$ cat src/tfg_pkg.sv
// Constants, register map and state types of the test frame generator.
// Assumes a 10 MHz APB clock and a byte-wide transmit datapath.
package tfg_pkg;

  // ----------------------------------------------------------------
  // Register indices (byte address is four times the index)
  // ----------------------------------------------------------------
  localparam logic [15:0] IDX_IRQ_MASK  = 16'h0018;
  localparam logic [15:0] IDX_IRQ_STAT  = 16'h0019;
  localparam logic [15:0] IDX_GEN_EN    = 16'h9415;
  localparam logic [15:0] IDX_CTRL      = 16'h9416;
  localparam logic [15:0] IDX_CONT      = 16'h9417;
  localparam logic [15:0] IDX_IRQ_EN    = 16'h9418;
  localparam logic [15:0] IDX_PAY_LEN   = 16'h941a;
  localparam logic [15:0] IDX_GAP_LEN   = 16'h941b;
  localparam logic [15:0] IDX_CNT_HIGH  = 16'h941c;
  localparam logic [15:0] IDX_CNT_LOW   = 16'h941d;
  localparam logic [15:0] IDX_DONE      = 16'h941e;

  // ----------------------------------------------------------------
  // Fields and reset values
  // ----------------------------------------------------------------
  localparam int          CG_BIT        = 7;
  localparam int          RESTART_BIT   = 3;
  localparam logic [2:0]  RST_PATTERN   = 3'h1;
  localparam logic [15:0] RST_PAY_LEN   = 16'h006b;
  localparam logic [7:0]  RST_GAP_LEN   = 8'h0c;
  localparam logic [15:0] RST_CNT_HIGH  = 16'h0000;
  localparam logic [15:0] RST_CNT_LOW   = 16'h0100;

  // ----------------------------------------------------------------
  // Frame layout and payload patterns
  // ----------------------------------------------------------------
  localparam logic [15:0] DA_LAST       = 16'h0005;
  localparam logic [15:0] SA_LAST       = 16'h000b;
  localparam logic [15:0] LEN_HI_IDX    = 16'h000c;
  localparam logic [15:0] HDR_LAST      = 16'h000d;
  localparam logic [15:0] FCS_LAST      = 16'h0003;
  localparam logic [7:0]  DA_BYTE       = 8'hff;
  localparam logic [7:0]  SA_BYTE       = 8'h02;
  localparam logic [7:0]  ALT_BYTE      = 8'h55;
  localparam logic [31:0] CRC_INIT      = 32'hffffffff;
  localparam logic [31:0] CRC_POLY      = 32'hedb88320;
  localparam logic [15:0] LFSR_SEED     = 16'hace1;
  localparam logic [15:0] LFSR_TAPS     = 16'hb400;
  localparam logic [2:0]  PAT_STOP      = 3'h0;
  localparam logic [2:0]  PAT_RANDOM    = 3'h1;
  localparam logic [2:0]  PAT_ZEROS     = 3'h2;
  localparam logic [2:0]  PAT_ONES      = 3'h3;
  localparam logic [2:0]  PAT_ALT       = 3'h4;
  localparam logic [2:0]  PAT_DECR      = 3'h5;

  typedef enum logic [2:0] {ST_IDLE, ST_HDR, ST_PAY, ST_FCS, ST_GAP} tfg_state_t;

  typedef struct packed {
    tfg_state_t  st;
    logic [15:0] cnt;
    logic [31:0] left;
    logic [31:0] crc;
    logic [15:0] lfsr;
    logic        gen_en;
    logic        en_prev;
    logic [2:0]  pattern;
    logic        cont;
    logic        irq_en;
    logic [15:0] pay_len;
    logic [7:0]  gap_len;
    logic [15:0] cnt_high;
    logic [15:0] cnt_low;
    logic        done;
    logic        cg_mask;
    logic        cg_stat;
    logic [31:0] prdata;
    logic        tx_en;
    logic [7:0]  tx_data;
  } tfg_regs_t;

endpackage

$ cat src/tfg_top.sv
// Test frame generator with APB register slave and transmit source mux.
// Assumes MAC transmit inputs are synchronous to pclk; one byte per enabled clock.
//
// Register access over APB was left to the implementer.
`timescale 1ns/1ps
`default_nettype none

module tfg_top (
  input  wire logic        pclk,
  input  wire logic        presetn,
  input  wire logic        ce,
  input  wire logic        psel,
  input  wire logic        penable,
  input  wire logic        pwrite,
  input  wire logic [17:0] paddr,
  input  wire logic [31:0] pwdata,
  output logic [31:0]      prdata,
  output logic             pready,
  output logic             pslverr,
  output logic             irq,
  input  wire logic        mac_tx_en,
  input  wire logic [7:0]  mac_tx_data,
  output logic             phy_tx_en,
  output logic [7:0]       phy_tx_data
);

  // ----------------------------------------------------------------
  // Helpers
  // ----------------------------------------------------------------
  function automatic logic [31:0] crc_step(input logic [31:0] c, input logic [7:0] b);
    logic [31:0] r;
    r = c ^ {24'h000000, b};
    for (int i = 0; i < 8; i++)
    begin
      r = r[0] ? ((r >> 1) ^ tfg_pkg::CRC_POLY) : (r >> 1);
    end
    return r;
  endfunction

  function automatic logic [15:0] lfsr_step(input logic [15:0] s);
    return s[0] ? ((s >> 1) ^ tfg_pkg::LFSR_TAPS) : (s >> 1);
  endfunction

  function automatic logic hit(input logic [15:0] idx, input logic [15:0] reg_idx);
    return idx == reg_idx;
  endfunction

  // ----------------------------------------------------------------
  // State
  // ----------------------------------------------------------------
  tfg_pkg::tfg_regs_t q;
  tfg_pkg::tfg_regs_t d;

  logic [15:0] idx;
  logic        mapped;
  logic        wr;
  logic        rd;
  logic        rd_setup;
  logic        start;
  logic        gen_valid;
  logic [7:0]  gen_byte;
  logic        frame_end;
  logic        done_set;
  logic [31:0] rdval;
  logic [31:0] crc_out;

  assign idx = paddr[17:2];

  always_comb
  begin
    mapped = hit(idx, tfg_pkg::IDX_IRQ_MASK) | hit(idx, tfg_pkg::IDX_IRQ_STAT) |
             hit(idx, tfg_pkg::IDX_GEN_EN) | hit(idx, tfg_pkg::IDX_CTRL) |
             hit(idx, tfg_pkg::IDX_CONT) | hit(idx, tfg_pkg::IDX_IRQ_EN) |
             hit(idx, tfg_pkg::IDX_PAY_LEN) | hit(idx, tfg_pkg::IDX_GAP_LEN) |
             hit(idx, tfg_pkg::IDX_CNT_HIGH) | hit(idx, tfg_pkg::IDX_CNT_LOW) |
             hit(idx, tfg_pkg::IDX_DONE);
  end

  // ----------------------------------------------------------------
  // APB handshake
  // ----------------------------------------------------------------
  assign pready   = ce;
  assign pslverr  = psel & penable & ~mapped;
  assign prdata   = q.prdata;
  assign wr       = ce & psel & penable & pwrite & mapped;
  assign rd       = ce & psel & penable & ~pwrite & mapped;
  assign rd_setup = psel & ~penable & ~pwrite;
  assign crc_out  = ~q.crc;

  // Read mux, reserved bits zero
  always_comb
  begin
    rdval = 32'h00000000;
    unique case (1'b1)
      hit(idx, tfg_pkg::IDX_IRQ_MASK): rdval[tfg_pkg::CG_BIT] = q.cg_mask;
      hit(idx, tfg_pkg::IDX_IRQ_STAT): rdval[tfg_pkg::CG_BIT] = q.cg_stat;
      hit(idx, tfg_pkg::IDX_GEN_EN):   rdval[0] = q.gen_en;
      hit(idx, tfg_pkg::IDX_CTRL):     rdval[2:0] = q.pattern;
      hit(idx, tfg_pkg::IDX_CONT):     rdval[0] = q.cont;
      hit(idx, tfg_pkg::IDX_IRQ_EN):   rdval[0] = q.irq_en;
      hit(idx, tfg_pkg::IDX_PAY_LEN):  rdval[15:0] = q.pay_len;
      hit(idx, tfg_pkg::IDX_GAP_LEN):  rdval[7:0] = q.gap_len;
      hit(idx, tfg_pkg::IDX_CNT_HIGH): rdval[15:0] = q.cnt_high;
      hit(idx, tfg_pkg::IDX_CNT_LOW):  rdval[15:0] = q.cnt_low;
      hit(idx, tfg_pkg::IDX_DONE):     rdval[0] = q.done;
      default:                         rdval = 32'h00000000;
    endcase
  end

  // ----------------------------------------------------------------
  // Byte source of the generator
  // ----------------------------------------------------------------
  always_comb
  begin
    gen_valid = 1'b1;
    gen_byte  = 8'h00;
    unique case (q.st)
      tfg_pkg::ST_HDR:
      begin
        if (q.cnt <= tfg_pkg::DA_LAST)
          gen_byte = tfg_pkg::DA_BYTE;
        else if (q.cnt <= tfg_pkg::SA_LAST)
          gen_byte = tfg_pkg::SA_BYTE;
        else if (q.cnt == tfg_pkg::LEN_HI_IDX)
          gen_byte = q.pay_len[15:8];
        else
          gen_byte = q.pay_len[7:0];
      end
      tfg_pkg::ST_PAY:
      begin
        unique case (q.pattern)
          tfg_pkg::PAT_RANDOM: gen_byte = q.lfsr[7:0];
          tfg_pkg::PAT_ONES:   gen_byte = 8'hff;
          tfg_pkg::PAT_ALT:    gen_byte = tfg_pkg::ALT_BYTE;
          tfg_pkg::PAT_DECR:   gen_byte = ~q.cnt[7:0];
          default:             gen_byte = 8'h00;
        endcase
      end
      tfg_pkg::ST_FCS:
        gen_byte = 8'((crc_out >> {q.cnt[1:0], 3'h0}));
      tfg_pkg::ST_IDLE:
        gen_valid = 1'b0;
      tfg_pkg::ST_GAP:
        gen_valid = 1'b0;
    endcase
  end

  assign frame_end = (q.st == tfg_pkg::ST_FCS) && (q.cnt == tfg_pkg::FCS_LAST);

  // ----------------------------------------------------------------
  // Next state
  // ----------------------------------------------------------------
  always_comb
  begin
    d        = q;
    start    = 1'b0;
    done_set = 1'b0;

    // Read data capture and register writes
    if (rd_setup)
      d.prdata = rdval;
    if (wr)
    begin
      unique case (1'b1)
        hit(idx, tfg_pkg::IDX_IRQ_MASK): d.cg_mask = pwdata[tfg_pkg::CG_BIT];
        hit(idx, tfg_pkg::IDX_GEN_EN):   d.gen_en = pwdata[0];
        hit(idx, tfg_pkg::IDX_CTRL):
        begin
          d.pattern = pwdata[2:0];
          start     = pwdata[tfg_pkg::RESTART_BIT];
        end
        hit(idx, tfg_pkg::IDX_CONT):     d.cont = pwdata[0];
        hit(idx, tfg_pkg::IDX_IRQ_EN):   d.irq_en = pwdata[0];
        hit(idx, tfg_pkg::IDX_PAY_LEN):  d.pay_len = pwdata[15:0];
        hit(idx, tfg_pkg::IDX_GAP_LEN):  d.gap_len = pwdata[7:0];
        hit(idx, tfg_pkg::IDX_CNT_HIGH): d.cnt_high = pwdata[15:0];
        hit(idx, tfg_pkg::IDX_CNT_LOW):  d.cnt_low = pwdata[15:0];
        default:                         d.cg_mask = q.cg_mask;
      endcase
    end
    if (wr && hit(idx, tfg_pkg::IDX_IRQ_STAT) && pwdata[tfg_pkg::CG_BIT])
      d.cg_stat = 1'b0;
    // Only a read that returned the flag clears it, so a set is never lost
    if (rd && hit(idx, tfg_pkg::IDX_DONE) && q.prdata[0])
      d.done = 1'b0;

    // Enable edge or restart begins a run with a fresh count
    d.en_prev = d.gen_en;
    start     = d.gen_en & (start | ~q.en_prev);

    // Generator sequencing
    unique case (q.st)
      tfg_pkg::ST_HDR:
      begin
        d.crc = crc_step(q.crc, gen_byte);
        d.cnt = q.cnt + 16'h0001;
        if (q.cnt == tfg_pkg::HDR_LAST)
        begin
          d.cnt = 16'h0000;
          d.st  = (q.pay_len == 16'h0000) ? tfg_pkg::ST_FCS : tfg_pkg::ST_PAY;
        end
      end
      tfg_pkg::ST_PAY:
      begin
        d.crc  = crc_step(q.crc, gen_byte);
        d.lfsr = lfsr_step(q.lfsr);
        d.cnt  = q.cnt + 16'h0001;
        if (q.cnt == q.pay_len - 16'h0001)
        begin
          d.cnt = 16'h0000;
          d.st  = tfg_pkg::ST_FCS;
        end
      end
      tfg_pkg::ST_FCS:
      begin
        d.cnt = q.cnt + 16'h0001;
        if (frame_end)
        begin
          d.cnt  = 16'h0000;
          d.crc  = tfg_pkg::CRC_INIT;
          d.left = q.left - 32'h00000001;
          if (q.pattern == tfg_pkg::PAT_STOP)
            d.st = tfg_pkg::ST_IDLE;
          else if (!q.cont && q.left == 32'h00000001)
          begin
            d.st     = tfg_pkg::ST_IDLE;
            done_set = 1'b1;
          end
          else if (q.gap_len == 8'h00)
            d.st = tfg_pkg::ST_HDR;
          else
            d.st = tfg_pkg::ST_GAP;
        end
      end
      tfg_pkg::ST_GAP:
      begin
        d.cnt = q.cnt + 16'h0001;
        if (q.cnt[7:0] == q.gap_len - 8'h01)
        begin
          d.cnt = 16'h0000;
          d.st  = tfg_pkg::ST_HDR;
        end
      end
      tfg_pkg::ST_IDLE:
        d.cnt = 16'h0000;
    endcase

    if (start)
    begin
      d.left = {d.cnt_high, d.cnt_low};
      d.cnt  = 16'h0000;
      d.crc  = tfg_pkg::CRC_INIT;
      if (!d.cont && d.left == 32'h00000000)
      begin
        d.st     = tfg_pkg::ST_IDLE;
        done_set = 1'b1;
      end
      else
        d.st = tfg_pkg::ST_HDR;
    end
    if (!d.gen_en)
      d.st = tfg_pkg::ST_IDLE;

    // Completion flags; a set wins over a clear in the same cycle
    if (done_set)
    begin
      d.done = 1'b1;
      if (q.irq_en)
        d.cg_stat = 1'b1;
    end

    // Transmit source select
    if (q.gen_en)
    begin
      d.tx_en   = gen_valid;
      d.tx_data = gen_valid ? gen_byte : 8'h00;
    end
    else
    begin
      d.tx_en   = mac_tx_en;
      d.tx_data = mac_tx_data;
    end
  end

  // ----------------------------------------------------------------
  // Registers
  // ----------------------------------------------------------------
  always_ff @(posedge pclk or negedge presetn)
  begin
    if (!presetn)
    begin
      q          <= '0;
      q.st       <= tfg_pkg::ST_IDLE;
      q.crc      <= tfg_pkg::CRC_INIT;
      q.lfsr     <= tfg_pkg::LFSR_SEED;
      q.pattern  <= tfg_pkg::RST_PATTERN;
      q.pay_len  <= tfg_pkg::RST_PAY_LEN;
      q.gap_len  <= tfg_pkg::RST_GAP_LEN;
      q.cnt_high <= tfg_pkg::RST_CNT_HIGH;
      q.cnt_low  <= tfg_pkg::RST_CNT_LOW;
    end
    else if (ce)
      q <= d;
  end

  assign irq         = q.cg_stat & q.cg_mask;
  assign phy_tx_en   = q.tx_en;
  assign phy_tx_data = q.tx_data;

endmodule

`default_nettype wire

$ cat config.mk
export PLATFORM = sky130hd
export DESIGN_NAME = tfg_top
export DESIGN_NICKNAME = d
export VERILOG_FILES = /design/src/tfg_pkg.sv /design/src/tfg_top.sv
export SDC_FILE = /design/constraint.sdc
export NUM_CORES = 1
export LEC_CHECK = 0
export ABC_AREA = 1
export BUFFER_PORTS_ARGS = -buffer_cell sky130_fd_sc_hd__buf_2
export CORE_MARGIN = 2
export CORE_UTILIZATION = 50
export DETAILED_ROUTE_END_ITERATION = 12
export HOLD_SLACK_MARGIN = 0.02
export PLACE_DENSITY = 0.69
export RECOVER_POWER = 50
export SYNTH_ARGS = -nofsm -noshare
export SYNTH_HDL_FRONTEND = slang
export SYNTH_SLANG_ARGS = --single-unit
$ cat constraint.sdc
create_clock -name pclk -period 4.6 [get_ports pclk]
set_clock_uncertainty 0.05 [all_clocks]
set_input_delay 0.23 -clock pclk [delete_from_list [all_inputs] [get_ports pclk]]
set_output_delay 0.23 -clock pclk [all_outputs]
set_load 0.02 [all_outputs]
==> summary.md <==
| Metric | Value |
|---|---|
| RD Place Congestion | 0.930 |
| Die width | 164 um |
| DIE HEIGHT | 164 um |
| PortBufs | 74 |
| Post-synthesis compound-gate area fraction | 15.3% |
| Final Hold Fails | 0 |
| Post-route DRC | 0 |
| Worst-path clk slew | 90 ps |
| Comb pwr share | 34.8% |
| Net switching power | 2.26 mW |
| Worst setup startpoint | q[194]$_DFFE_PN0P_ |
| Antenna Nets Post-Route | 0 |
| CTS Sinks | 189 |
| TritonCTS buffer count | 17 |
| Post-synthesis simple-gate area fraction | 29.5% |
| Min Tclk post-route | 3600 ps |
| Crit path to | q[149]$_DFFE_PN1P_ |
| Yosys reg bits | 189 |
| Fill cells | 2,393 |
| Post-CTS Setup Inserts | 0 |
| Dpl hpwl | 28,200 um |
| Int Pwr | 3.32 mW |
| Non-filler cells, final | 2,151 |
| Largest family of logic cells by synthesized area | simple AND/OR/NAND/NOR gates |
| Final setup violation count | 0 |
| Ys flop type | dfrtp_1 |
| Yosys top cell area share | 27.4% |
| GRT Resource Usage Total | 29.3% |
| Synthesized-area fraction occupied by adder cells | 0.782% |
| Initial core utilization | 50.8% |
| WL/cell | 17.9 um |
| Reg power frac | 37.2% |
| Max Root-Sink Buffers | 2 |
| Mapped Avg Cell Area | 7.21 sq um |
| WP data arrival | 3920 ps |
| Die ar. | 0.0269 sq mm |
| Failing checks | max-capacitance violations, max-slew violations |
| Layout net count | 1,881 |
| Cells after DPL | 2,118 |
| Synth cell types | 62 |
| DR pass1 iterations | 6 |
| Pwr Density | 404 mW/mm^2 |
| Top post-synthesis cells by count | nand2_1, inv_1, nor2_1, dfrtp_1, o21ai_0 |
| R2r startpoint | q[194]$_DFFE_PN0P_ |
| Mapped cell area | 0.0128 sq mm |
| Clock power share | 27.9% |
| Area grow syn2layout | 7.93% |
| Post-synthesis xor/xnor area fraction | 6.16% |
| Leak | 6.59 nW |
| Top-count cell post-synth | nand2_1 |
| Slew HR | -47.8% |
| Pin count of the biggest net entering global routing | 106 |
| Vias in the first global route | 11,552 |
| CP Max Fanout | 12 |
| Pwr Total | 5.59 mW |
| Clk Latency, worst-skew pair | 450 ps |
| Mux cell area share after synthesis | 0.0782% |
| Core area | 0.0252 sq mm |
| CTS tree | done |
| Worst min path class | primary input to register |
| Sequential share of the synthesized area | 37.4% |
| Share of cells above drive strength 1 | 11.8% |
| Critical path data required time | 4920 ps |
| Number of synthesized flops with an enable pin | 0 |
| Root Driver | clkbuf_16 |
| Dpl ws | 907 ps |
| Part of the cycle the worst path needs | 78.2% |
| First-pass GRT wire length | 61,700 um |
| Starting DRT DRC Count | 1,405 |
| CP Launch Type | register |
| Max Cap Viol | 1 |
| CP Class | register to register |
| Least-Margin Pin Slew | 2220 ps |
| Final setup margin | 1000 ps |
| Worst IR Drop VDD | 332 uV |
| CP endpoint kind | register |
| FF-to-FF End | q[149]$_DFFE_PN1P_ |
| H-tree lvl count | 4 |
| Row count | 58 |
| Net Sw Frac | 40.5% |
| Drt via density | 5.70 |
| Antenna violations before repair | 0 |
| RSZ-0062 raised after global routing | no |
| Io pins | 109 |
| Yosys top cell by area | dfrtp_1 |
| Vias | 12,252 |
| Setup TNS | 0 ps |
| FMAX | 0.278 GHz |
| Top cells by area, synth | dfrtp_1, nand2_1, dfstp_2, inv_1, o21ai_0 |
| Status | finished with violations |
| Ys async rst share | 100% |
| R2R cell count | 19 |
| ANT cells | 0 |
| Synth warn | 0 |
| Flop-to-flop setup slack | 1000 ps |
| Cells after Synth | 1,775 |
| Gr ovfl total | 0 |
| Slew Viols, Final | 85 |
| Post-Route WL | 38,500 um |
[critical path, stage by stage (launching register included)]
cell and delay [ps]:
dfrtp_1 490, inv_1 260, nand4_2 210, nor2_4 200, nand2_2 170, o21ai_0 210, nand2_1 70, nand2_1 80
nand2_1 100, nand2_1 150, nand2_1 60, nand2_1 460, nand2_1 130, nand2_2 200, nand2_1 90, nand2_2 180
inv_2 100, nand2_1 70, nand3_1 60, a22oi_1 170
[sequential cells by signal, summed over array words and instances (netlist names)]
name,count
prdata,16
q,164
phy_tx_en,1
phy_tx_data,8
[what timing repair did]
action,CTS,global route
hold buffers,1,0
endpoints found under the hold margin,52,0
endpoints found under the setup margin,0,0
gates resized for setup,0,0
[worst min path at each step]
| stage | from | end | depth (start not counted) |
|---|---|---|---|
| finish | pwdata[14] | q[98]$_DFFE_PN0P_ | 3 |
| global route | pwdata[10] | q[94]$_DFFE_PN0P_ | 3 |
| CTS | pwdata[10] | q[94]$_DFFE_PN0P_ | 3 |
| detailed placement | presetn | q[119]$_DFFE_PN0P_ | 1 |
| global placement | presetn | q[119]$_DFFE_PN0P_ | 1 |
| floorplan | presetn | phy_tx_data[0]$_DFFE_PN0P_ | 0 |
[per-stage QoR]
step | utilization [%] | instance area (sq um) | hold WS (ps)
3_5_place_dp | 52.5 | 13200 | 289
4_1_cts | 55.1 | 13900 | 21.5
6_report | 54.9 | 13800 | 28.3
5_1_grt | 54.9 | 13800 | 31.5
2_1_floorplan | - | 12900 | -116
3_3_place_gp | 52.5 | 13200 | 284
[cell usage in the layout, fill, tap and decap left out, types with 3 or more instances in the layout]
cell type,count
nand3b_1,10
a31oi_1,15
clkbuf_1,27
a211oi_1,5
nor2_1,168
o31ai_1,8
conb_1,16
nor3_1,36
nand3_1,98
nor4_1,8
o21ai_0,132
dfrtp_1,140
nand2_2,17
nand2_4,4
ha_1,8
o211ai_1,3
inv_1,194
nor2_4,6
a221oi_1,9
o22ai_1,18
a21oi_1,94
buf_2,47
nor3_2,3
dfstp_2,49
buf_4,19
a22oi_1,23
inv_8,4
nor2_2,4
xnor2_1,23
nand2_1,435
nand3_4,3
xor2_1,67
inv_2,10
o21ai_1,11
a32o_1,6
clkbuf_16,17
nand4_1,31
or2_2,6
clkinv_8,7
[layout make-up]
| type | count | area, sq um | area share [%] |
|---|---|---|---|
| Multi-Input combinational cell | 1298 | 6690 | 48.4 |
| Sequential cell | 189 | 4790 | 34.7 |
| Inverter | 206 | 778 | 5.63 |
| Timing Repair Buffer | 96 | 514 | 3.72 |
| Clock buffer | 17 | 425 | 3.08 |
| Tap cell | 330 | 413 | 2.99 |
| Clock inverter | 15 | 201 | 1.46 |
[power groups by stage]
stage / combinational [mW] / clock [mW] / sequential, mW
2_1_floorplan: 1.49 / 0 / 2.06
3_3_place_gp: 1.85 / 0 / 2.09
3_5_place_dp: 1.90 / 0 / 2.10
4_1_cts: 1.92 / 1.59 / 2.07
5_1_grt: 2.19 / 1.65 / 2.10
6_report: 1.95 / 1.56 / 2.08
[layer usage]
layer / track usage (%) / routed length, um / up-vias
met5: 0 / 0 / -
met4: 10.4 / 1200 / 0
met3: 4.55 / 3240 / 73
met2: 46.3 / 17600 / 519
met1: 41.0 / 16400 / 5817
li1: - / - / 5843
[cells by family after synthesis]
kind of cell | after synthesis
other cells | 1
fa+ha+maj | 8
simple gates | 844
flops | 189
mux | 1
compound gates | 339
buf+inv | 303
xor+xnor | 90
Note: power is estimated with default switching activity, not from simulation.
